File: src/verilog/supervisor_params.svh
// Timing counts, field positions and reset values of the system supervisor
`ifndef SUPERVISOR_PARAMS_SVH
`define SUPERVISOR_PARAMS_SVH

`define CLK_PERIOD_NS 25
`define NS_PER_MS 1000000
`define NS_PER_US 1000
`define MS_CYCLES (`NS_PER_MS / `CLK_PERIOD_NS)

`define DEBOUNCE_MS 32
`define HOLD0_MS 32
`define HOLD1_MS 500
`define HOLD2_MS 1000
`define HOLD3_MS 2000
`define PC1_MIN_MS 8000
`define PC1_MAX_MS 12000
`define SRST_MIN_MS 2000
`define PC2_MIN_MS 4000
`define CYC_OFF_MS 500
`define CYC_SEQ_MS 500
`define SWPC_WAIT_MS 8
`define RETRY_MS 20
`define WDT_MS 8000
`define WDT_RST_MS 20

`define OV_DEGLITCH_US 200
`define OV_DEGLITCH_CYC \
  ((`OV_DEGLITCH_US * `NS_PER_US + `CLK_PERIOD_NS - 1) / `CLK_PERIOD_NS)
`define LDO_ILIM_US 20
`define LDO_ILIM_CYC ((`LDO_ILIM_US * `NS_PER_US) / `CLK_PERIOD_NS)
`define BUCK_ILIM_CYCLES 8

`define NUM_FAULTS 7
`define FLT_SYS_WARN 0
`define FLT_IN_OCP 1
`define FLT_IN_OVP 2
`define FLT_BUCK_ILIM 3
`define FLT_LDO_ILIM 4
`define FLT_WDT 5
`define FLT_PRESS 6

`define IRQ_PIN_RESET 2'h0
`define SYNC_RESET 13'h0001

`endif

File: src/verilog/supervisor_pkg.sv
// Types shared by the system supervisor
package supervisor_pkg;
  typedef enum logic [2:0] {
    PWR_OFF       = 3'h0,
    PWR_START_SEQ = 3'h1,
    PWR_ON        = 3'h2,
    PWR_CYC_OFF   = 3'h3,
    PWR_CYC_SEQ   = 3'h4
  } pwr_state_t;

  typedef enum logic [1:0] {
    SW_RETRY  = 2'h0,
    SW_SOFT   = 2'h1,
    SW_CLOSED = 2'h2,
    SW_HOLD   = 2'h3
  } sw_state_t;
endpackage
File: src/verilog/persist_counter.sv
// Counts steps while a level stays high; reports once the count is reached
`timescale 1ns/1ps
module persist_counter #(
  parameter int W = 16,
  parameter int N = 8
) (
  input wire logic sys_clk,
  input wire logic sys_rst,
  input wire logic clk_en,
  input wire logic level,
  input wire logic step,
  output logic hit
);
  localparam logic [W-1:0] LIM = W'(N);
  logic [W-1:0] cnt_ff;

  // Any drop of the level restarts the count, so only unbroken runs count
  always_ff @(posedge sys_clk) begin
    if (sys_rst) begin
      cnt_ff <= '0;
    end else if (clk_en) begin
      if (!level) begin
        cnt_ff <= '0;
      end else if (step && cnt_ff != LIM) begin
        cnt_ff <= cnt_ff + 1'b1;
      end
    end
  end

  assign hit = level && (cnt_ff == LIM);

  run_break_a: assert property (@(posedge sys_clk) disable iff (sys_rst)
    (clk_en && !level) |=> !hit)
    else $error("persist hit survived a break in the level");
endmodule

File: src/verilog/pmic_system_supervisor.sv
// Pushbutton, power cycle, input switch, watchdog and fault flag logic
`timescale 1ns/1ps
`include "supervisor_params.svh"
module pmic_system_supervisor import supervisor_pkg::*; #(
  parameter int CW = 14,
  parameter int MS_CYCLES = `MS_CYCLES,
  parameter int OV_DEGLITCH_CYC = `OV_DEGLITCH_CYC,
  parameter int LDO_ILIM_CYC = `LDO_ILIM_CYC,
  parameter int BUCK_ILIM_CYCLES = `BUCK_ILIM_CYCLES
) (
  input wire logic sys_clk,
  input wire logic sys_rst,
  input wire logic clk_en,
  input wire logic pushbutton_in_n,
  input wire logic press_low_imp,
  input wire logic system_rail_below_warn,
  input wire logic vin_overcurrent,
  input wire logic vin_overvoltage,
  input wire logic vin_undervoltage,
  input wire logic input_switch_ss_done,
  input wire logic buck_ilim,
  input wire logic buck_sw_cycle,
  input wire logic buck_ss_done,
  input wire logic ldo_ilim,
  input wire logic ldo_ss_done,
  input wire logic output_fault,
  input wire logic [1:0] press_hold_time_sel,
  input wire logic sw_power_cycle_req_wr,
  input wire logic wdt_soft_reset_en,
  input wire logic wdt_power_cycle_en,
  input wire logic i2c_activity,
  input wire logic [`NUM_FAULTS-1:0] fault_mask,
  input wire logic [`NUM_FAULTS-1:0] fault_read,
  input wire logic [1:0] irq_pin_sel,
  output logic sw_power_cycle_req,
  output pwr_state_t power_state,
  output logic outputs_enable,
  output logic system_reset_out_n,
  output logic input_switch_close,
  output logic [`NUM_FAULTS-1:0] fault_flags,
  output logic sys_supply_warn_flag,
  output logic interrupt_out_n,
  output logic [3:0] general_pin_out,
  output logic [3:0] general_pin_oe_n
);
  localparam int NA = 13;
  localparam int NF = `NUM_FAULTS;
  localparam logic [CW-1:0] DEB = CW'(`DEBOUNCE_MS);
  localparam logic [CW-1:0] HOLD0 = CW'(`HOLD0_MS);
  localparam logic [CW-1:0] HOLD1 = CW'(`HOLD1_MS);
  localparam logic [CW-1:0] HOLD2 = CW'(`HOLD2_MS);
  localparam logic [CW-1:0] HOLD3 = CW'(`HOLD3_MS);
  localparam logic [CW-1:0] PC1_MIN = CW'(`PC1_MIN_MS);
  localparam logic [CW-1:0] PC1_MAX = CW'(`PC1_MAX_MS);
  localparam logic [CW-1:0] SRST_MIN = CW'(`SRST_MIN_MS);
  localparam logic [CW-1:0] PC2_MIN = CW'(`PC2_MIN_MS);
  localparam logic [CW-1:0] CYC_OFF = CW'(`CYC_OFF_MS);
  localparam logic [CW-1:0] CYC_SEQ = CW'(`CYC_SEQ_MS);
  localparam logic [CW-1:0] SWPC_WAIT = CW'(`SWPC_WAIT_MS);
  localparam logic [CW-1:0] RETRY = CW'(`RETRY_MS);
  localparam logic [CW-1:0] WDT_LIM = CW'(`WDT_MS);
  localparam logic [CW-1:0] WDT_RST = CW'(`WDT_RST_MS);
  localparam logic [15:0] TICK_LAST = 16'(MS_CYCLES - 1);

  function automatic logic [CW-1:0] sat_inc(input logic [CW-1:0] v);
    sat_inc = (&v) ? v : v + 1'b1;
  endfunction

  // Two-stage synchronisers for every analog-side level
  logic [NA-1:0] a_in, s1_ff, s2_ff;
  assign a_in = {output_fault, ldo_ss_done, ldo_ilim, buck_ss_done,
                 buck_sw_cycle, buck_ilim, input_switch_ss_done,
                 vin_undervoltage, vin_overvoltage, vin_overcurrent,
                 system_rail_below_warn, press_low_imp, pushbutton_in_n};
  always_ff @(posedge sys_clk) begin
    if (sys_rst) begin
      s1_ff <= `SYNC_RESET;
      s2_ff <= `SYNC_RESET;
    end else if (clk_en) begin
      s1_ff <= a_in;
      s2_ff <= s1_ff;
    end
  end
  wire pressed = !s2_ff[0];
  wire lowz_s = s2_ff[1];
  wire warn_s = s2_ff[2];
  wire ocp_s = s2_ff[3];
  wire ov_s = s2_ff[4];
  wire uv_s = s2_ff[5];
  wire sw_ss_s = s2_ff[6];
  wire buck_lim_s = s2_ff[7];
  wire buck_cyc_s = s2_ff[8];
  wire buck_ss_s = s2_ff[9];
  wire ldo_lim_s = s2_ff[10];
  wire ldo_ss_s = s2_ff[11];
  wire fault_s = s2_ff[12];

  // Millisecond timebase shared by all press and state timers
  logic [15:0] pre_ff;
  wire tick = (pre_ff == TICK_LAST);
  always_ff @(posedge sys_clk) begin
    if (sys_rst) pre_ff <= 16'h0000;
    else if (clk_en) pre_ff <= tick ? 16'h0000 : pre_ff + 16'h0001;
  end

  // Press timing; the class is caught at the press edge
  logic pb_prev_ff, lowz_ff, block_ff;
  logic [CW-1:0] press_ms_ff;
  wire press_start = pressed && !pb_prev_ff;
  wire press_end = !pressed && pb_prev_ff;
  wire [CW-1:0] hold_ms = (press_hold_time_sel == 2'h0) ? HOLD0 :
                          (press_hold_time_sel == 2'h1) ? HOLD1 :
                          (press_hold_time_sel == 2'h2) ? HOLD2 : HOLD3;
  wire ev_off12 = pressed && !lowz_ff && !block_ff &&
                  press_ms_ff >= PC1_MAX;
  wire ev_pc1 = press_end && !lowz_ff && !block_ff &&
                press_ms_ff > PC1_MIN && press_ms_ff < PC1_MAX;
  wire ev_pc2 = press_end && lowz_ff && press_ms_ff > PC2_MIN;
  always_ff @(posedge sys_clk) begin
    if (sys_rst) begin
      pb_prev_ff <= 1'b0;
      lowz_ff <= 1'b0;
      block_ff <= 1'b0;
      press_ms_ff <= '0;
    end else if (clk_en) begin
      pb_prev_ff <= pressed;
      if (press_start) lowz_ff <= lowz_s;
      // A forced off stays latched until the button is let go
      block_ff <= ev_off12 | (block_ff & !press_end);
      if (press_start) press_ms_ff <= '0;
      else if (pressed && tick) press_ms_ff <= sat_inc(press_ms_ff);
    end
  end

  // Watchdog
  logic [CW-1:0] wdt_ms_ff, wrst_ms_ff;
  wire wdt_on = wdt_soft_reset_en | wdt_power_cycle_en;
  wire wdt_exp = wdt_on && tick && wdt_ms_ff == WDT_LIM;
  wire ev_wdt_pc = wdt_exp && wdt_power_cycle_en;
  always_ff @(posedge sys_clk) begin
    if (sys_rst) begin
      wdt_ms_ff <= '0;
      wrst_ms_ff <= '0;
    end else if (clk_en) begin
      if (!wdt_on || i2c_activity || wdt_exp) wdt_ms_ff <= '0;
      else if (tick) wdt_ms_ff <= sat_inc(wdt_ms_ff);
      if (wdt_exp && !wdt_power_cycle_en) wrst_ms_ff <= WDT_RST;
      else if (tick && wrst_ms_ff != '0) wrst_ms_ff <= wrst_ms_ff - 1'b1;
    end
  end

  // Software power cycle request
  logic swpc_req_ff, swpc_busy_ff;
  logic [CW-1:0] swpc_ms_ff;
  wire ev_swpc = swpc_req_ff && !swpc_busy_ff && swpc_ms_ff >= SWPC_WAIT;
  wire cycle_go = ev_pc1 | ev_pc2 | ev_swpc | ev_wdt_pc;

  // Power state machine
  pwr_state_t pwr_state_ff, nxt_pwr_state;
  logic [CW-1:0] state_ms_ff;
  always_comb begin
    nxt_pwr_state = pwr_state_ff;
    if (ev_off12) begin
      nxt_pwr_state = PWR_OFF;
    end else if (cycle_go) begin
      nxt_pwr_state = PWR_CYC_OFF;
    end else begin
      case (pwr_state_ff)
        PWR_OFF: begin
          if (press_start && !lowz_s) nxt_pwr_state = PWR_START_SEQ;
        end
        PWR_START_SEQ: begin
          if (!pressed || fault_s) nxt_pwr_state = PWR_OFF;
          else if (press_ms_ff > hold_ms) nxt_pwr_state = PWR_ON;
        end
        PWR_ON: nxt_pwr_state = PWR_ON;
        PWR_CYC_OFF: begin
          if (state_ms_ff >= CYC_OFF) nxt_pwr_state = PWR_CYC_SEQ;
        end
        PWR_CYC_SEQ: begin
          if (state_ms_ff >= CYC_SEQ) nxt_pwr_state = PWR_ON;
        end
        default: nxt_pwr_state = PWR_OFF;
      endcase
    end
  end
  wire swpc_done = swpc_busy_ff && pwr_state_ff == PWR_CYC_SEQ &&
                   nxt_pwr_state == PWR_ON;
  // Outputs start only after the debounce in the start sequence
  wire en_now = (pwr_state_ff == PWR_ON) || (pwr_state_ff == PWR_CYC_SEQ) ||
                (pwr_state_ff == PWR_START_SEQ && state_ms_ff >= DEB);
  wire rst_low = (pressed && lowz_ff && press_ms_ff >= SRST_MIN) ||
                 (wrst_ms_ff != '0);
  always_ff @(posedge sys_clk) begin
    if (sys_rst) begin
      pwr_state_ff <= PWR_OFF;
      state_ms_ff <= '0;
      outputs_enable <= 1'b0;
      system_reset_out_n <= 1'b1;
      swpc_req_ff <= 1'b0;
      swpc_busy_ff <= 1'b0;
      swpc_ms_ff <= '0;
    end else if (clk_en) begin
      pwr_state_ff <= nxt_pwr_state;
      if (nxt_pwr_state != pwr_state_ff) state_ms_ff <= '0;
      else if (tick) state_ms_ff <= sat_inc(state_ms_ff);
      outputs_enable <= en_now;
      system_reset_out_n <= !rst_low;
      // A new write in the clearing cycle wins and starts another cycle
      swpc_req_ff <= sw_power_cycle_req_wr | (swpc_req_ff & !swpc_done);
      swpc_busy_ff <= !swpc_done & (swpc_busy_ff | ev_swpc);
      if (!swpc_req_ff || swpc_busy_ff) swpc_ms_ff <= '0;
      else if (tick) swpc_ms_ff <= sat_inc(swpc_ms_ff);
    end
  end
  assign power_state = pwr_state_ff;
  assign sw_power_cycle_req = swpc_req_ff;

  // Input smart switch sequencing
  logic ov_fault, buck_hit, ldo_hit, buck_cyc_prev_ff;
  persist_counter #(.W(CW), .N(OV_DEGLITCH_CYC)) u_ov_deglitch (
    .sys_clk(sys_clk), .sys_rst(sys_rst), .clk_en(clk_en),
    .level(ov_s), .step(1'b1), .hit(ov_fault));
  persist_counter #(.W(4), .N(BUCK_ILIM_CYCLES)) u_buck_ilim (
    .sys_clk(sys_clk), .sys_rst(sys_rst), .clk_en(clk_en),
    .level(buck_lim_s && buck_ss_s),
    .step(buck_cyc_s && !buck_cyc_prev_ff), .hit(buck_hit));
  persist_counter #(.W(11), .N(LDO_ILIM_CYC + 1)) u_ldo_ilim (
    .sys_clk(sys_clk), .sys_rst(sys_rst), .clk_en(clk_en),
    .level(ldo_lim_s && ldo_ss_s), .step(1'b1), .hit(ldo_hit));

  sw_state_t sw_state_ff, nxt_sw_state;
  logic [CW-1:0] sw_ms_ff;
  wire in_hold = ov_fault || uv_s;
  always_comb begin
    nxt_sw_state = sw_state_ff;
    if (in_hold) begin
      nxt_sw_state = SW_HOLD;
    end else begin
      case (sw_state_ff)
        SW_RETRY: if (sw_ms_ff >= RETRY) nxt_sw_state = SW_SOFT;
        SW_SOFT: if (sw_ss_s) nxt_sw_state = SW_CLOSED;
        SW_CLOSED: if (ocp_s) nxt_sw_state = SW_RETRY;
        SW_HOLD: nxt_sw_state = SW_RETRY;
        default: nxt_sw_state = SW_RETRY;
      endcase
    end
  end
  always_ff @(posedge sys_clk) begin
    if (sys_rst) begin
      sw_state_ff <= SW_RETRY;
      sw_ms_ff <= '0;
      input_switch_close <= 1'b0;
      buck_cyc_prev_ff <= 1'b0;
    end else if (clk_en) begin
      sw_state_ff <= nxt_sw_state;
      if (nxt_sw_state != sw_state_ff) sw_ms_ff <= '0;
      else if (tick) sw_ms_ff <= sat_inc(sw_ms_ff);
      input_switch_close <= (nxt_sw_state == SW_SOFT) ||
                            (nxt_sw_state == SW_CLOSED);
      buck_cyc_prev_ff <= buck_cyc_s;
    end
  end

  // Fault flags and interrupt
  logic [NF-1:0] fault_live, fault_latch;
  assign fault_live[`FLT_SYS_WARN] = warn_s;
  assign fault_live[`FLT_IN_OCP] = ocp_s && sw_state_ff == SW_CLOSED;
  assign fault_live[`FLT_IN_OVP] = ov_fault;
  assign fault_live[`FLT_BUCK_ILIM] = buck_hit;
  assign fault_live[`FLT_LDO_ILIM] = ldo_hit;
  assign fault_live[`FLT_WDT] = wdt_exp;
  assign fault_live[`FLT_PRESS] = press_start;

  genvar g;
  generate
    for (g = 0; g < NF; g++) begin : g_flag
      logic latch_ff, seen_ff;
      wire set = fault_live[g] && !fault_mask[g];
      wire clr = !fault_live[g] && (fault_read[g] || seen_ff);
      always_ff @(posedge sys_clk) begin
        if (sys_rst) begin
          latch_ff <= 1'b0;
          seen_ff <= 1'b0;
        end else if (clk_en) begin
          latch_ff <= set | (latch_ff & !clr);
          seen_ff <= !set & latch_ff & !clr & (seen_ff | fault_read[g]);
        end
      end
      assign fault_latch[g] = latch_ff;
    end
  endgenerate

  logic irq_ff;
  wire irq_any = |(fault_latch & ~fault_mask);
  wire [3:0] pin_hot = 4'h1 << irq_pin_sel;
  always_ff @(posedge sys_clk) begin
    if (sys_rst) begin
      fault_flags <= '0;
      irq_ff <= 1'b0;
      general_pin_oe_n <= 4'hf;
    end else if (clk_en) begin
      fault_flags <= (fault_mask & fault_live) |
                     (~fault_mask & fault_latch);
      irq_ff <= irq_any;
      general_pin_oe_n <= ~({4{irq_any}} & pin_hot);
    end
  end
  assign interrupt_out_n = !irq_ff;
  assign sys_supply_warn_flag = fault_flags[`FLT_SYS_WARN];
  assign general_pin_out = 4'h0;

  warn_irq_a: assert property (@(posedge sys_clk)
    disable iff (sys_rst || !clk_en)
    (warn_s && !fault_mask[`FLT_SYS_WARN]) ##1 fault_latch[`FLT_SYS_WARN]
    |=> !interrupt_out_n)
    else $error("rail warning did not assert interrupt");
  debounce_wait_a: assert property (@(posedge sys_clk)
    disable iff (sys_rst || !clk_en)
    (pwr_state_ff == PWR_START_SEQ && state_ms_ff < DEB) |=> !outputs_enable)
    else $error("outputs enabled before debounce");
  hold_reach_a: assert property (@(posedge sys_clk)
    disable iff (sys_rst || !clk_en)
    (pwr_state_ff == PWR_START_SEQ ##1 pwr_state_ff == PWR_ON)
    |-> $past(press_ms_ff) > $past(hold_ms))
    else $error("powered on before hold time");
  early_off_a: assert property (@(posedge sys_clk)
    disable iff (sys_rst || !clk_en)
    (pwr_state_ff == PWR_START_SEQ && (!pressed || fault_s) && !cycle_go)
    |=> pwr_state_ff == PWR_OFF ##1 !outputs_enable)
    else $error("early release did not power off");
  cycle_off_a: assert property (@(posedge sys_clk)
    disable iff (sys_rst || !clk_en)
    (pwr_state_ff == PWR_CYC_OFF && state_ms_ff < CYC_OFF && !ev_off12)
    |=> pwr_state_ff == PWR_CYC_OFF)
    else $error("cycle off phase shorter than set");
  short_press_a: assert property (@(posedge sys_clk)
    disable iff (sys_rst || !clk_en)
    (press_end && !lowz_ff && press_ms_ff <= PC1_MIN &&
     pwr_state_ff == PWR_ON && !ev_swpc && !ev_wdt_pc)
    |=> pwr_state_ff == PWR_ON)
    else $error("short press caused an action");
  long_off_a: assert property (@(posedge sys_clk)
    disable iff (sys_rst || !clk_en)
    ev_off12 |=> pwr_state_ff == PWR_OFF ##1 !outputs_enable)
    else $error("twelve second press did not power off");
  soft_rst_a: assert property (@(posedge sys_clk)
    disable iff (sys_rst || !clk_en)
    (pressed && lowz_ff && press_ms_ff >= SRST_MIN) |=> !system_reset_out_n)
    else $error("soft reset not asserted");
  wdt_cycle_a: assert property (@(posedge sys_clk)
    disable iff (sys_rst || !clk_en)
    (ev_wdt_pc && !ev_off12) |=> pwr_state_ff == PWR_CYC_OFF)
    else $error("watchdog expiry did not cycle power");
  ocp_open_a: assert property (@(posedge sys_clk)
    disable iff (sys_rst || !clk_en)
    (sw_state_ff == SW_CLOSED && ocp_s) |=> !input_switch_close)
    else $error("switch stayed closed on overcurrent");
  irq_hold_a: assert property (@(posedge sys_clk)
    disable iff (sys_rst || !clk_en)
    (|(fault_latch & fault_live & ~fault_mask)) |=> !interrupt_out_n)
    else $error("interrupt released while fault present");
endmodule

File: config.mk
export PLATFORM = sky130hd
export DESIGN_NAME = pmic_system_supervisor
export DESIGN_NICKNAME = d
export VERILOG_FILES = /design/src/verilog/supervisor_pkg.sv /design/src/verilog/persist_counter.sv /design/src/verilog/pmic_system_supervisor.sv
export VERILOG_INCLUDE_DIRS = /design/src /design/src/verilog
export SDC_FILE = /design/constraint.sdc
export NUM_CORES = 1
export LEC_CHECK = 0
export BUFFER_PORTS_ARGS = -buffer_cell sky130_fd_sc_hd__buf_2
export CAP_MARGIN = 0
export CORE_AREA = 2 2 159 161
export DETAILED_ROUTE_END_ITERATION = 10
export DIE_AREA = 0 0 161 163
export GPL_ROUTABILITY_DRIVEN = 0
export PLACE_DENSITY_LB_ADDON = 0.12
export SLEW_MARGIN = 40
export SYNTH_ARGS = -nofsm -noshare
export SYNTH_HDL_FRONTEND = slang
export SYNTH_SLANG_ARGS = --single-unit
File: constraint.sdc
create_clock -name sys_clk -period 6.8 [get_ports sys_clk]
set_clock_uncertainty 0.2 [all_clocks]
set_input_delay 1.02 -clock sys_clk [delete_from_list [all_inputs] [get_ports sys_clk]]
set_output_delay 1.02 -clock sys_clk [all_outputs]
set_load 0.02 [all_outputs]
# After elaboration in Yosys (flattened, before gate mapping)
# Index checks and enable logic that the tools add are counted.
op_classes:
  magnitude_cmp: 10
  shift: 1
  n_bitwise: 58
  add_sub_neg: 10
  reduce_logical: 131
  mux: 40
  n_eq_ne: 30
op_table:
  columns: ["cell", "n"]
  rows:
  - ["14-bit two-way mux", 19]
  - ["14-bit by 1-bit adder with 14-bit output (second input constant)", 6]
  - ["14-bit AND reduction", 5]
  - ["11-bit two-way mux", 5]
  - ["1-bit logical AND", 47]
  - ["1-bit zero test", 42]
  - ["1-bit AND", 31]
  - ["14-bit by 13-bit == test with 1-bit output (second input constant)", 2]
  - ["3-bit two-way mux", 7]
  - ["1-bit OR", 21]
  - ["16-bit by 1-bit adder with 16-bit output (second input constant)", 1]
  - ["16-bit == test (second input constant)", 1]
  - ["1-bit logical OR", 16]
  - ["16-bit two-way mux", 1]
  - ["3-bit one-hot mux with 5 select lines", 1]
  - ["3-bit AND reduction", 5]
  - ["7-bit AND", 2]
  - ["14-bit by 11-bit >= comparator with 1-bit output (second input constant)", 1]
  - ["14-bit >= comparator (second input constant)", 1]
  - ["14-bit by 4-bit >= comparator with 1-bit output (second input constant)", 1]
  - ["14-bit by 5-bit >= comparator with 1-bit output (second input constant)", 1]
  - ["14-bit by 6-bit >= comparator with 1-bit output (second input constant)", 1]
  - ["14-bit by 9-bit >= comparator with 1-bit output (second input constant)", 1]
  - ["14-bit by 11-bit greater-than comparator with 1-bit output", 1]
  - ["34 further kinds", 61]
totals:
  wordCells: 320
  regBits: 195
  output_inout_bits: 24
  input_bits: 38

# Depth between registers and ports, before layout
# Gate-level depths: netlist of the first run.
depth:
  word_depth: 15
  depth_mapped: 13
  mapped_depth_nobuf: 12

# Modules after synthesis
# A second synthesis of the first run with hierarchy kept.
unflattened:
  hier_cells: 1180
  hier_area_um2: 9859.5
by_module_without_submodules:
  columns: ["mod", "n_inst", "cells_each", "area_each_um2", "seq_area_each_um2"]
  rows:
  - ["pmic_system_supervisor", 1, 983, 8131.5, 3323.2]
  - ["persist_counter at u_ov_deglitch", 1, 96, 827.0, 280.3]
  - ["persist_counter at u_ldo_ilim", 1, 71, 650.6, 220.2]
  - ["persist_counter at u_buck_ilim", 1, 30, 250.2, 80.1]

# Worst setup path after synthesis of the first run
# Ideal clock, no wire load.
synth_path:
  path_type: "input to register"
  startpoint: "input press_hold_time_sel[0]"
  endpoint: "register state_ms_ff[6]"
  slack_ps: 3459
  arrival_ps: 3026
  stages: 12
  cell_sequence: "nand2_1 ha_1 a21oi_1 o311ai_0 nor3_1 nor3_1 a21oi_1 nand3_1 a221oi_4 buf_4 a21oi_1 o21ba_1"
synth_between:
  elab_chain_cells: 13
  word_cells_on_any_way: 17
synth_lines:
  columns: ["item", "line", "rtl"]
  rows:
  - ["from (decl)", "pmic_system_supervisor.sv:27", "input wire logic [1:0] press_hold_time_sel,"]
  - ["2-bit == test", "pmic_system_supervisor.sv:113", "(press_hold_time_sel == 2'h2) ? HOLD2 : HOLD3;"]
  - ["11-bit two-way mux", "pmic_system_supervisor.sv:113", null]
  - ["11-bit two-way mux", "pmic_system_supervisor.sv:112", "(press_hold_time_sel == 2'h1) ? HOLD1 :"]
  - ["11-bit two-way mux *", "pmic_system_supervisor.sv:111", "wire [CW-1:0] hold_ms = (press_hold_time_sel == 2'h0) ? HOLD0 :"]
  - ["14-bit by 11-bit greater-than comparator with 1-bit output *", "pmic_system_supervisor.sv:174", "else if (press_ms_ff > hold_ms) nxt_pwr_state = PWR_ON;"]
  - ["3-bit two-way mux *", "pmic_system_supervisor.sv:174", null]
  - ["3-bit two-way mux *", "pmic_system_supervisor.sv:173", "if (!pressed || fault_s) nxt_pwr_state = PWR_OFF;"]
  - ["3-bit one-hot mux with 5 select lines *", "pmic_system_supervisor.sv:168", "case (pwr_state_ff)"]
  - ["3-bit two-way mux *", "pmic_system_supervisor.sv:165", "end else if (cycle_go) begin"]
  - ["3-bit two-way mux *", "pmic_system_supervisor.sv:163", "if (ev_off12) begin"]
  - ["3-bit inequality test *", "pmic_system_supervisor.sv:205", "if (nxt_pwr_state != pwr_state_ff) state_ms_ff <= '0;"]
  - ["2-bit inequality test (no source line) / 2-bit nonzero test (equally long branches)", null, null]
  - ["3-bit AND reduction (no source line)", null, null]
  - ["to (signal assigned)", "pmic_system_supervisor.sv:206", "else if (tick) state_ms_ff <= sat_inc(state_ms_ff);"]
  - ["to (decl)", "pmic_system_supervisor.sv:160", "logic [CW-1:0] state_ms_ff;"]
# Mark *: on every way between the ends. The rest lies on a longest branch, timed or not.
# A chain may end at the register's enable or synchronous reset.

# Final worst setup path of the first run
layout_path:
  startpoint: "register pre_ff[6]"
  endpoint: "register state_ms_ff[13]"
layout_between:
  elab_chain_cells: 10
  word_cells_on_any_way: 12
layout_lines:
  columns: ["item", "line", "rtl"]
  rows:
  - ["from (decl)", "pmic_system_supervisor.sv:99", "logic [15:0] pre_ff;"]
  - ["from (signal assigned)", "pmic_system_supervisor.sv:103", "else if (clk_en) pre_ff <= tick ? 16'h0000 : pre_ff + 16'h0001;"]
  - ["16-bit == test *", "pmic_system_supervisor.sv:100", "wire tick = (pre_ff == TICK_LAST);"]
  - ["1-bit logical AND (2 in a row)", "pmic_system_supervisor.sv:138", "wire wdt_exp = wdt_on && tick && wdt_ms_ff == WDT_LIM;"]
  - ["1-bit logical AND", "pmic_system_supervisor.sv:139", "wire ev_wdt_pc = wdt_exp && wdt_power_cycle_en;"]
  - ["1-bit OR", "pmic_system_supervisor.sv:156", "wire cycle_go = ev_pc1 | ev_pc2 | ev_swpc | ev_wdt_pc;"]
  - ["3-bit two-way mux", "pmic_system_supervisor.sv:165", null]
  - ["3-bit two-way mux", "pmic_system_supervisor.sv:163", null]
  - ["3-bit inequality test", "pmic_system_supervisor.sv:205", null]
  - ["2-bit inequality test (no source line) / 2-bit nonzero test (equally long branches)", null, null]
  - ["3-bit AND reduction (no source line)", null, null]
# Marked as above.

==> metrics.txt, run 1 <==
Mapped Area 9650 um^2; CTS max path bufs 2; initial antenna violation count 0; CP arrival 3.93 ns; Most used DFF post-synth dfxtp_1; Crit Reg-Reg Startpoint pre_ff[6]$_SDFFE_PP0P_; Die W 161 um; vias in the first global route 7327; Inst Count DP 1521; sw frac 0.248; number of flops mapped to enable cells by yosys 0; 1st-iter DRT viols 449; Routed Antenna Nets 0; Critical Path End Type flop; period utilisation layout 0.561; postcts setup bufs 0; Slew headroom 0.485; share of cells above drive strength 1 0.0973; GR Util All Layers 0.171; f_max 0.262 GHz; Mapped Cells 1178; Fin Setup TNS 0 ns; Pre-Repair DR Iteration Count 5; Yosys reg bits 195; R2R Setup Slk 2.98 ns; M1 GR Usage 0.237; fin crit period 3.82 ns; final setup fails 0; reg2reg end state_ms_ff[13]$_SDFFE_PP0P_; Pint 1.74 mW; CTS Hold Bufs 0; r2r worst-path depth 10; Worst setup SP type flop; Synthesis Warnings 0; antenna cells 0; # Max-Cap Violations 0; Peak VDD IR 139 uV; first-pass GRT wire length 36700 um; die outline height 163 um; HPWL Detailed 15200 um; dominant cell type by area after synthesis dfxtp_1; CP startpoint pre_ff[6]$_SDFFE_PP0P_; power share of the clock group 0.436; async set-or-reset flop fraction in the synthesized netlist 0; Area Overhead vs Synth 11.4%; hold path depth 2; clk sinks 195; RSZ-0062 raised after global routing false; via count 8074; most frequent cells in the layout 210 x nor2_1, 195 x dfxtp_1, 101 x nand2_1, 60 x a21oi_1, 60 x xor2_1; Seq/Total Area, Yosys 0.405; Reg power frac 0.506; CTS Root Cell clkbuf_16; Site Rows 58; commonest non-fill, non-tap cell in the layout nor2_1; Slew Limit Fails 0; # IOs 62; Die Footprint 26200 um^2; Post-route DRC 0; Starting Density 0.391; Post-Route WL 22100 um; WL per Instance 14.2 um; worst hold-check path type reg2reg; Top Usage Layer GRT met2; Nets 1272; leakage power 3.95 nW; Gate power share 0.058; final hold viol count 0; Avg Cell Area, Syn 8.19 um^2; IO buf count 57; Worst setup endpoint state_ms_ff[13]$_SDFFE_PP0P_; CTS tree yes; post-cts sizing count 0; met2 Usage GRT 0.270; drt via density 5.20; top cell type's share of synthesized area 0.405; Worst Path Class, Setup reg2reg; worst slew pin tran 0.773 ns; Psw 0.574 mW; clk_lat worst skew 0.44 ns; GRT overflow 0; Distinct cells, synth 77; run status finished clean; Synth area leaders dfxtp_1 40%, nor2_1 8.2%, xor2_1 5.4%, mux2i_1 4.4%, nand2_1 3.9%; largest net degree at the start of global routing 89; met3 Use GR 0.0293; H-tree levels 4; Critical Path RT 6.92 ns; clk slew on worst S/H paths 0.07 ns; Core Area 24700 um^2; Final Non-Filler Cells 1553; Final Util 0.436; largest fanout on the critical path 18; CTS buffer count 17; # fillers 2522; PD cells 215 nW/um^2
==> Yosys cell counts, types with 4 or more instances <==
library cell	instances
clkbuf_1	40
nor2b_1	8
nor4_1	16
mux2i_1	42
a211oi_1	9
nand3_1	58
buf_4	7
or3_1	15
and3_1	17
nand2b_1	8
inv_1	37
nand4_1	29
dfxtp_1	195
a311oi_1	4
nand2_1	101
o211ai_1	12
o22ai_1	4
and4_1	7
or4_1	4
a31oi_1	13
or2_2	4
a22oi_1	7
a21o_1	4
ha_1	24
xor2_1	60
xnor2_1	32
o21ai_0	49
a21oi_1	60
nor3_1	40
nor2_1	210
==> power by group through the flow <==
stage	clock [mW]	combinational (mW)	sequential [mW]
5_1_grt	1.08	0.152	1.17
3_3_place_gp	0	0.134	1.20
6_report	1.01	0.135	1.17
4_1_cts	1.03	0.137	1.17
3_5_place_dp	0	0.136	1.20
2_1_floorplan	0	0.0951	1.20
==> kinds of logic after synthesis <==
| group | after synthesis | synth area share |
|---|---|---|
| buffers and inverters | 90 | 0.0392 |
| other | 1 | 0.000389 |
| XOR/XNOR | 92 | 0.0835 |
| multiplexers | 45 | 0.0471 |
| AO/OA/AOI/OAI | 185 | 0.120 |
| flip-flops | 195 | 0.405 |
| AND/OR/NAND/NOR | 546 | 0.274 |
| adder cells (fa/ha/maj) | 24 | 0.0311 |
==> metal layers <==
layer | share of wire | up-vias
li1 | - | 4169
met3 | 0.034 | 29
met1 | 0.51 | 3748
met4 | 0.018 | 0
met5 | 0 | -
met2 | 0.44 | 128
==> registers in the layout (all words and copies together) (netlist names), 2 cells and up <==
signal,cells
wrst_ms_ff,14
fault_flags,7
sw_ms_ff,14
u_ldo_ilim.cnt_ff,11
u_buck_ilim.cnt_ff,4
u_ov_deglitch.cnt_ff,14
g_flag.seen_ff,7
swpc_ms_ff,14
state_ms_ff,14
power_state,3
s1_ff,13
s2_ff,13
press_ms_ff,14
general_pin_oe_n,4
pre_ff,16
sw_state_ff,2
g_flag.latch_ff,7
wdt_ms_ff,14
==> through the flow <==
step | total power [mW] | hold slack (ns) | area (um^2) | worst slack, ns
after floorplan | 1.29 | 0.241 | 9660 | 3.46
after global placement | 1.33 | 0.260 | 10200 | 2.53
after detailed placement | 1.33 | 0.253 | 10200 | 2.73
after CTS | 2.34 | 0.271 | 10700 | 2.91
after global routing | 2.40 | 0.295 | 10700 | 2.71
final | 2.31 | 0.265 | 10700 | 2.98
==> worst min-delay path by stage <==
stage                                    startpoint                               to
finish              input_switch_close$_SDFFE_PP0P_  input_switch_close$_SDFFE_PP0P_
detailed placement  input_switch_close$_SDFFE_PP0P_  input_switch_close$_SDFFE_PP0P_
floorplan                wrst_ms_ff[0]$_SDFFE_PP0P_       wrst_ms_ff[0]$_SDFFE_PP0P_
CTS                      wrst_ms_ff[0]$_SDFFE_PP0P_       wrst_ms_ff[0]$_SDFFE_PP0P_
global placement         wrst_ms_ff[0]$_SDFFE_PP0P_       wrst_ms_ff[0]$_SDFFE_PP0P_
global route             wrst_ms_ff[0]$_SDFFE_PP0P_       wrst_ms_ff[0]$_SDFFE_PP0P_
==> cell type report <==
cell class	instances	area, um^2	area share
inverter	37	139	0.0129
sequential	195	3900	0.363
tap	330	413	0.0384
timing repair buffer	63	339	0.0315
clock buffer	21	460	0.0428
multi-input combinational	896	5380	0.500
clock inverter	11	116	0.0108
==> critical path, cell delays in order, from the launching register on <==
cell	delay, ns
dfxtp_1	0.36
or4_4	0.59
nor4_4	0.57
nand4_1	0.29
o21ai_2	0.16
nor2_1	0.12
mux2_2	0.31
a221oi_4	0.53
buf_4	0.33
a211oi_1	0.11
mux2i_1	0.14
No activity file was read; power rests on OpenSTA's default activity.
==> inputs of run 2 (changes only) <==
- ABC_AREA: not set -> 1
- CORE_AREA: 2 2 159 161 -> 2 2 163 165
- DIE_AREA: 0 0 161 163 -> 0 0 165 167
- clock period: 6.8 -> 3.72 ns (I/O delays scaled with it)
==> run 2 against run 1 <==
  * First-iteration DRC count is 23% higher
  * Fmax is 31% higher
  * Via count is 15% higher
  * Die area increased by 5.0%
  * Combinational power increased to 2.5 times the previous value
  * Synthesized area is 5.4% higher
  * Wire length grew 12%
  * Worst hold slack got worse by 0.12 ns
  * Final cell count up 19%
  * Register-to-register slack worse by 2.2 ns
  * Total power is 91% higher
  * Clock-buffer cell count fell by 2
  * Largest cell class unchanged
  * Largest power group unchanged
==> metrics.txt, run 2 <==
Worst Hold End s1_ff[9]$_SDFFE_PP0P_ (was input_switch_close$_SDFFE_PP0P_); GRT overflow 0 (unchanged); number of flops mapped to enable cells by yosys 0 (unchanged); Critical Path RT 3.89 ns (was 6.92 ns); async set-or-reset flop fraction in the synthesized netlist 0 (unchanged); first-pass GRT wire length 41500 um (was 36700 um); Inst Count DP 1818 (was 1521); Synth area leaders dfxtp_1 38%, nand2_1 8.5%, nor2_1 7.4%, inv_1 6.6%, a21oi_1 6.0% (was dfxtp_1 40%, nor2_1 8.2%, xor2_1 5.4%, mux2i_1 4.4%, nand2_1 3.9%); Critical Path End Type flop (unchanged); Die W 165 um (was 161 um); Fin Setup TNS 0 ns (unchanged); CTS Hold Bufs 0 (unchanged); Mapped Area 10200 um^2 (was 9650 um^2); final hold viol count 0 (unchanged); H-tree levels 4 (unchanged); Worst setup SP type flop (unchanged); worst slew pin tran 0.714 ns (was 0.773 ns); HPWL Detailed 18300 um (was 15200 um); Starting Density 0.395 (was 0.391); Pre-Repair DR Iteration Count 6 (was 5); Mapped Cells 1457 (was 1178); max incr delay on CP 0.35 ns (was 0.59 ns); Crit Reg-Reg Startpoint u_ov_deglitch.cnt_ff[0]$_SDFFE_PP0P_ (was pre_ff[6]$_SDFFE_PP0P_); most frequent cell after synthesis nand2_1 (was nor2_1); Die Footprint 27600 um^2 (was 26200 um^2); WL per Instance 13.4 um (was 14.2 um); Distinct cells, synth 55 (was 77); PD cells 388 nW/um^2 (was 215 nW/um^2); Nets 1564 (was 1272); post-cts sizing count 0 (unchanged); largest reg by FF count pre_ff (unchanged); # Max-Cap Violations 0 (unchanged); most frequent cells in the layout 229 x nand2_1, 201 x nor2_1, 195 x dfxtp_1, 179 x inv_1, 121 x a21oi_1 (was 210 x nor2_1, 195 x dfxtp_1, 101 x nand2_1, 60 x a21oi_1, 60 x xor2_1); critical path buffer and inverter count 1 (unchanged); share of cells above drive strength 1 0.119 (was 0.0973); Yosys reg bits 195 (unchanged); # IOs 62 (unchanged); Routed Antenna Nets 0 (unchanged); Synthesis Warnings 0 (unchanged); Final Non-Filler Cells 1849 (was 1553); Final Util 0.440 (was 0.436); via count 9250 (was 8074); IO buf count 57 (unchanged); final setup fails 0 (unchanged); max reg flops 16 (unchanged); hold path depth 3 (was 2); CTS tree yes (unchanged); Slew headroom 0.524 (was 0.485); critical path, cell by cell inv_1 -> ha_1 -> nand4_1 -> nand2_1 -> a21oi_1 -> nand2_1 -> nand2_1 -> nand3_2 -> nand2_2 -> nand2_1 -> nand2_1 -> o21bai_1 -> a21oi_1 (was or4_4 -> nor4_4 -> nand4_1 -> o21ai_2 -> nor2_1 -> mux2_2 -> a221oi_4 -> buf_4 -> a211oi_1 -> mux2i_1); run status finished clean (unchanged); CTS max path bufs 2 (unchanged); r2r worst-path depth 13 (was 10); CP arrival 3.08 ns (was 3.93 ns); Seq/Total Area, Yosys 0.384 (was 0.405); CTS Root Cell clkbuf_16 (unchanged); Worst Path Class, Setup reg2reg (unchanged); reg2reg end sw_ms_ff[3]$_SDFFE_PP0P_ (was state_ms_ff[13]$_SDFFE_PP0P_); initial antenna violation count 2 (was 0); commonest non-fill, non-tap cell in the layout nand2_1 (was nor2_1); Post-Route WL 24700 um (was 22100 um); Slew Limit Fails 0 (unchanged); die outline height 167 um (was 163 um); Peak VDD IR 283 uV (was 139 uV); Most used DFF post-synth dfxtp_1 (unchanged); clk slew on worst S/H paths 0.07 ns (about the same); fin crit period 2.90 ns (was 3.82 ns); Post-route DRC 0 (unchanged); Core Area 25800 um^2 (was 24700 um^2); f_max 0.345 GHz (was 0.262 GHz); postcts setup bufs 0 (unchanged); Site Rows 59 (was 58); worst hold-check path type in2reg (was reg2reg); top cell type's share of synthesized area 0.384 (was 0.405); Area Overhead vs Synth 11.6% (was 11.4%); RSZ-0062 raised after global routing false (unchanged); Avg Cell Area, Syn 6.98 um^2 (was 8.19 um^2); R2R Setup Slk 0.82 ns (was 2.98 ns); Top delay family on crit path simple AND/OR/NAND/NOR gates (unchanged); clk_lat worst skew 0.44 ns (about the same); critical path's most frequent cell nand2_1; clk sinks 195 (unchanged); largest net degree at the start of global routing 60 (was 89); period utilisation layout 0.780 (was 0.561); 1st-iter DRT viols 551 (was 449); dominant cell type by area after synthesis dfxtp_1 (unchanged); hold_sp buck_ss_done (was input_switch_close$_SDFFE_PP0P_); leakage power 4.39 nW (was 3.95 nW); CTS buffer count 17 (unchanged); GR Util All Layers 0.186 (was 0.171); slowest stage cell, crit path dfxtp_1 (was or4_4); drt via density 5.00 (was 5.20); vias in the first global route 8598 (was 7327); Post-synth top cells 229 x nand2_1, 201 x nor2_1, 195 x dfxtp_1 (was 210 x nor2_1, 195 x dfxtp_1, 101 x nand2_1); largest fanout on the critical path 14 (was 18)
-- run 2: cell types whose count changed after synthesis, moves of 13 or more --
| cell | change |
|---|---|
| nand2_1 | +128 |
| mux2i_1 | -42 |
| or3_1 | -14 |
| and3_1 | -14 |
| inv_1 | +143 |
| nor3_1 | +13 |
| a21oi_1 | +61 |
| o21ai_0 | +41 |
| clkbuf_1 | -18 |
| xor2_1 | -38 |
| xnor2_1 | -28 |
| nand2_2 | +25 |
| nand3_1 | +29 |
-- run 2: worst max-delay path by stage --
stage | endpoint | startpoint | cells after the start
finish | sw_ms_ff[3]$_SDFFE_PP0P_ | u_ov_deglitch.cnt_ff[0]$_SDFFE_PP0P_ | 13
global route | sw_ms_ff[3]$_SDFFE_PP0P_ | u_ov_deglitch.cnt_ff[0]$_SDFFE_PP0P_ | 13
CTS | sw_ms_ff[3]$_SDFFE_PP0P_ | u_ov_deglitch.cnt_ff[0]$_SDFFE_PP0P_ | 13
detailed placement | state_ms_ff[5]$_SDFFE_PP0P_ | press_hold_time_sel[1] | 19
global placement | state_ms_ff[2]$_SDFFE_PP0P_ | press_hold_time_sel[1] | 21
floorplan | state_ms_ff[10]$_SDFFE_PP0P_ | press_hold_time_sel[0] | 21
-- run 2: cell families (layout without fill, tap and decap cells) --
group | after synthesis | in the layout | synth area share
buffers and inverters | 236 | 289 | 0.0925
AND/OR/NAND/NOR | 684 | 684 | 0.310
other | 1 | 5 | 0.000369
AO/OA/AOI/OAI | 291 | 291 | 0.162
adder cells (fa/ha/maj) | 24 | 24 | 0.0295
XOR/XNOR | 26 | 26 | 0.0224
flip-flops | 195 | 195 | 0.384
-- run 2: layout make-up --
class                   count  area [um^2]
diodes                      1         2.50
clock buffers              19          443
clock inverters            11          153
fillers                  2652        14400
inverters                 192          721
multi-input cells        1029         5340
flip-flops and latches    195         3900
well taps                 335          419
repair buffers             67          360
-- run 2: report_power, final --
part           internal (mW)  total, mW  switching (mW)
Combinational          0.102      0.343           0.242
Clock                   1.08       1.91           0.828
Sequential              2.13       2.16          0.0306
-- run 2: through the flow --
stage / hold slack (ns) / power, mW / area (um^2) / setup WS (ns)
2_1_floorplan: 0.203 / 2.45 / 10200 / 1.22
3_3_place_gp: 0.213 / 2.55 / 10700 / 0.630
3_5_place_dp: 0.226 / 2.55 / 10700 / 0.582
4_1_cts: 0.131 / 4.47 / 11300 / 0.799
5_1_grt: 0.145 / 4.60 / 11300 / 0.462
6_report: 0.144 / 4.41 / 11300 / 0.818
-- run 2: worst register-to-register path: cells and delay by family, from the launching register on --
family	cells	cell delay, ns
DFF	1	0.35
buffers and inverters	1	0.08
adders and majority gates	1	0.20
AOI/OAI and AO/OA	3	0.42
and+or+nand+nor	8	1.59
-- run 2: layer usage --
layer,wire [um],track usage
met1,12200,0.257
met2,11100,0.294
met3,1200,0.0423
met4,257,0.0412
met5,9,0
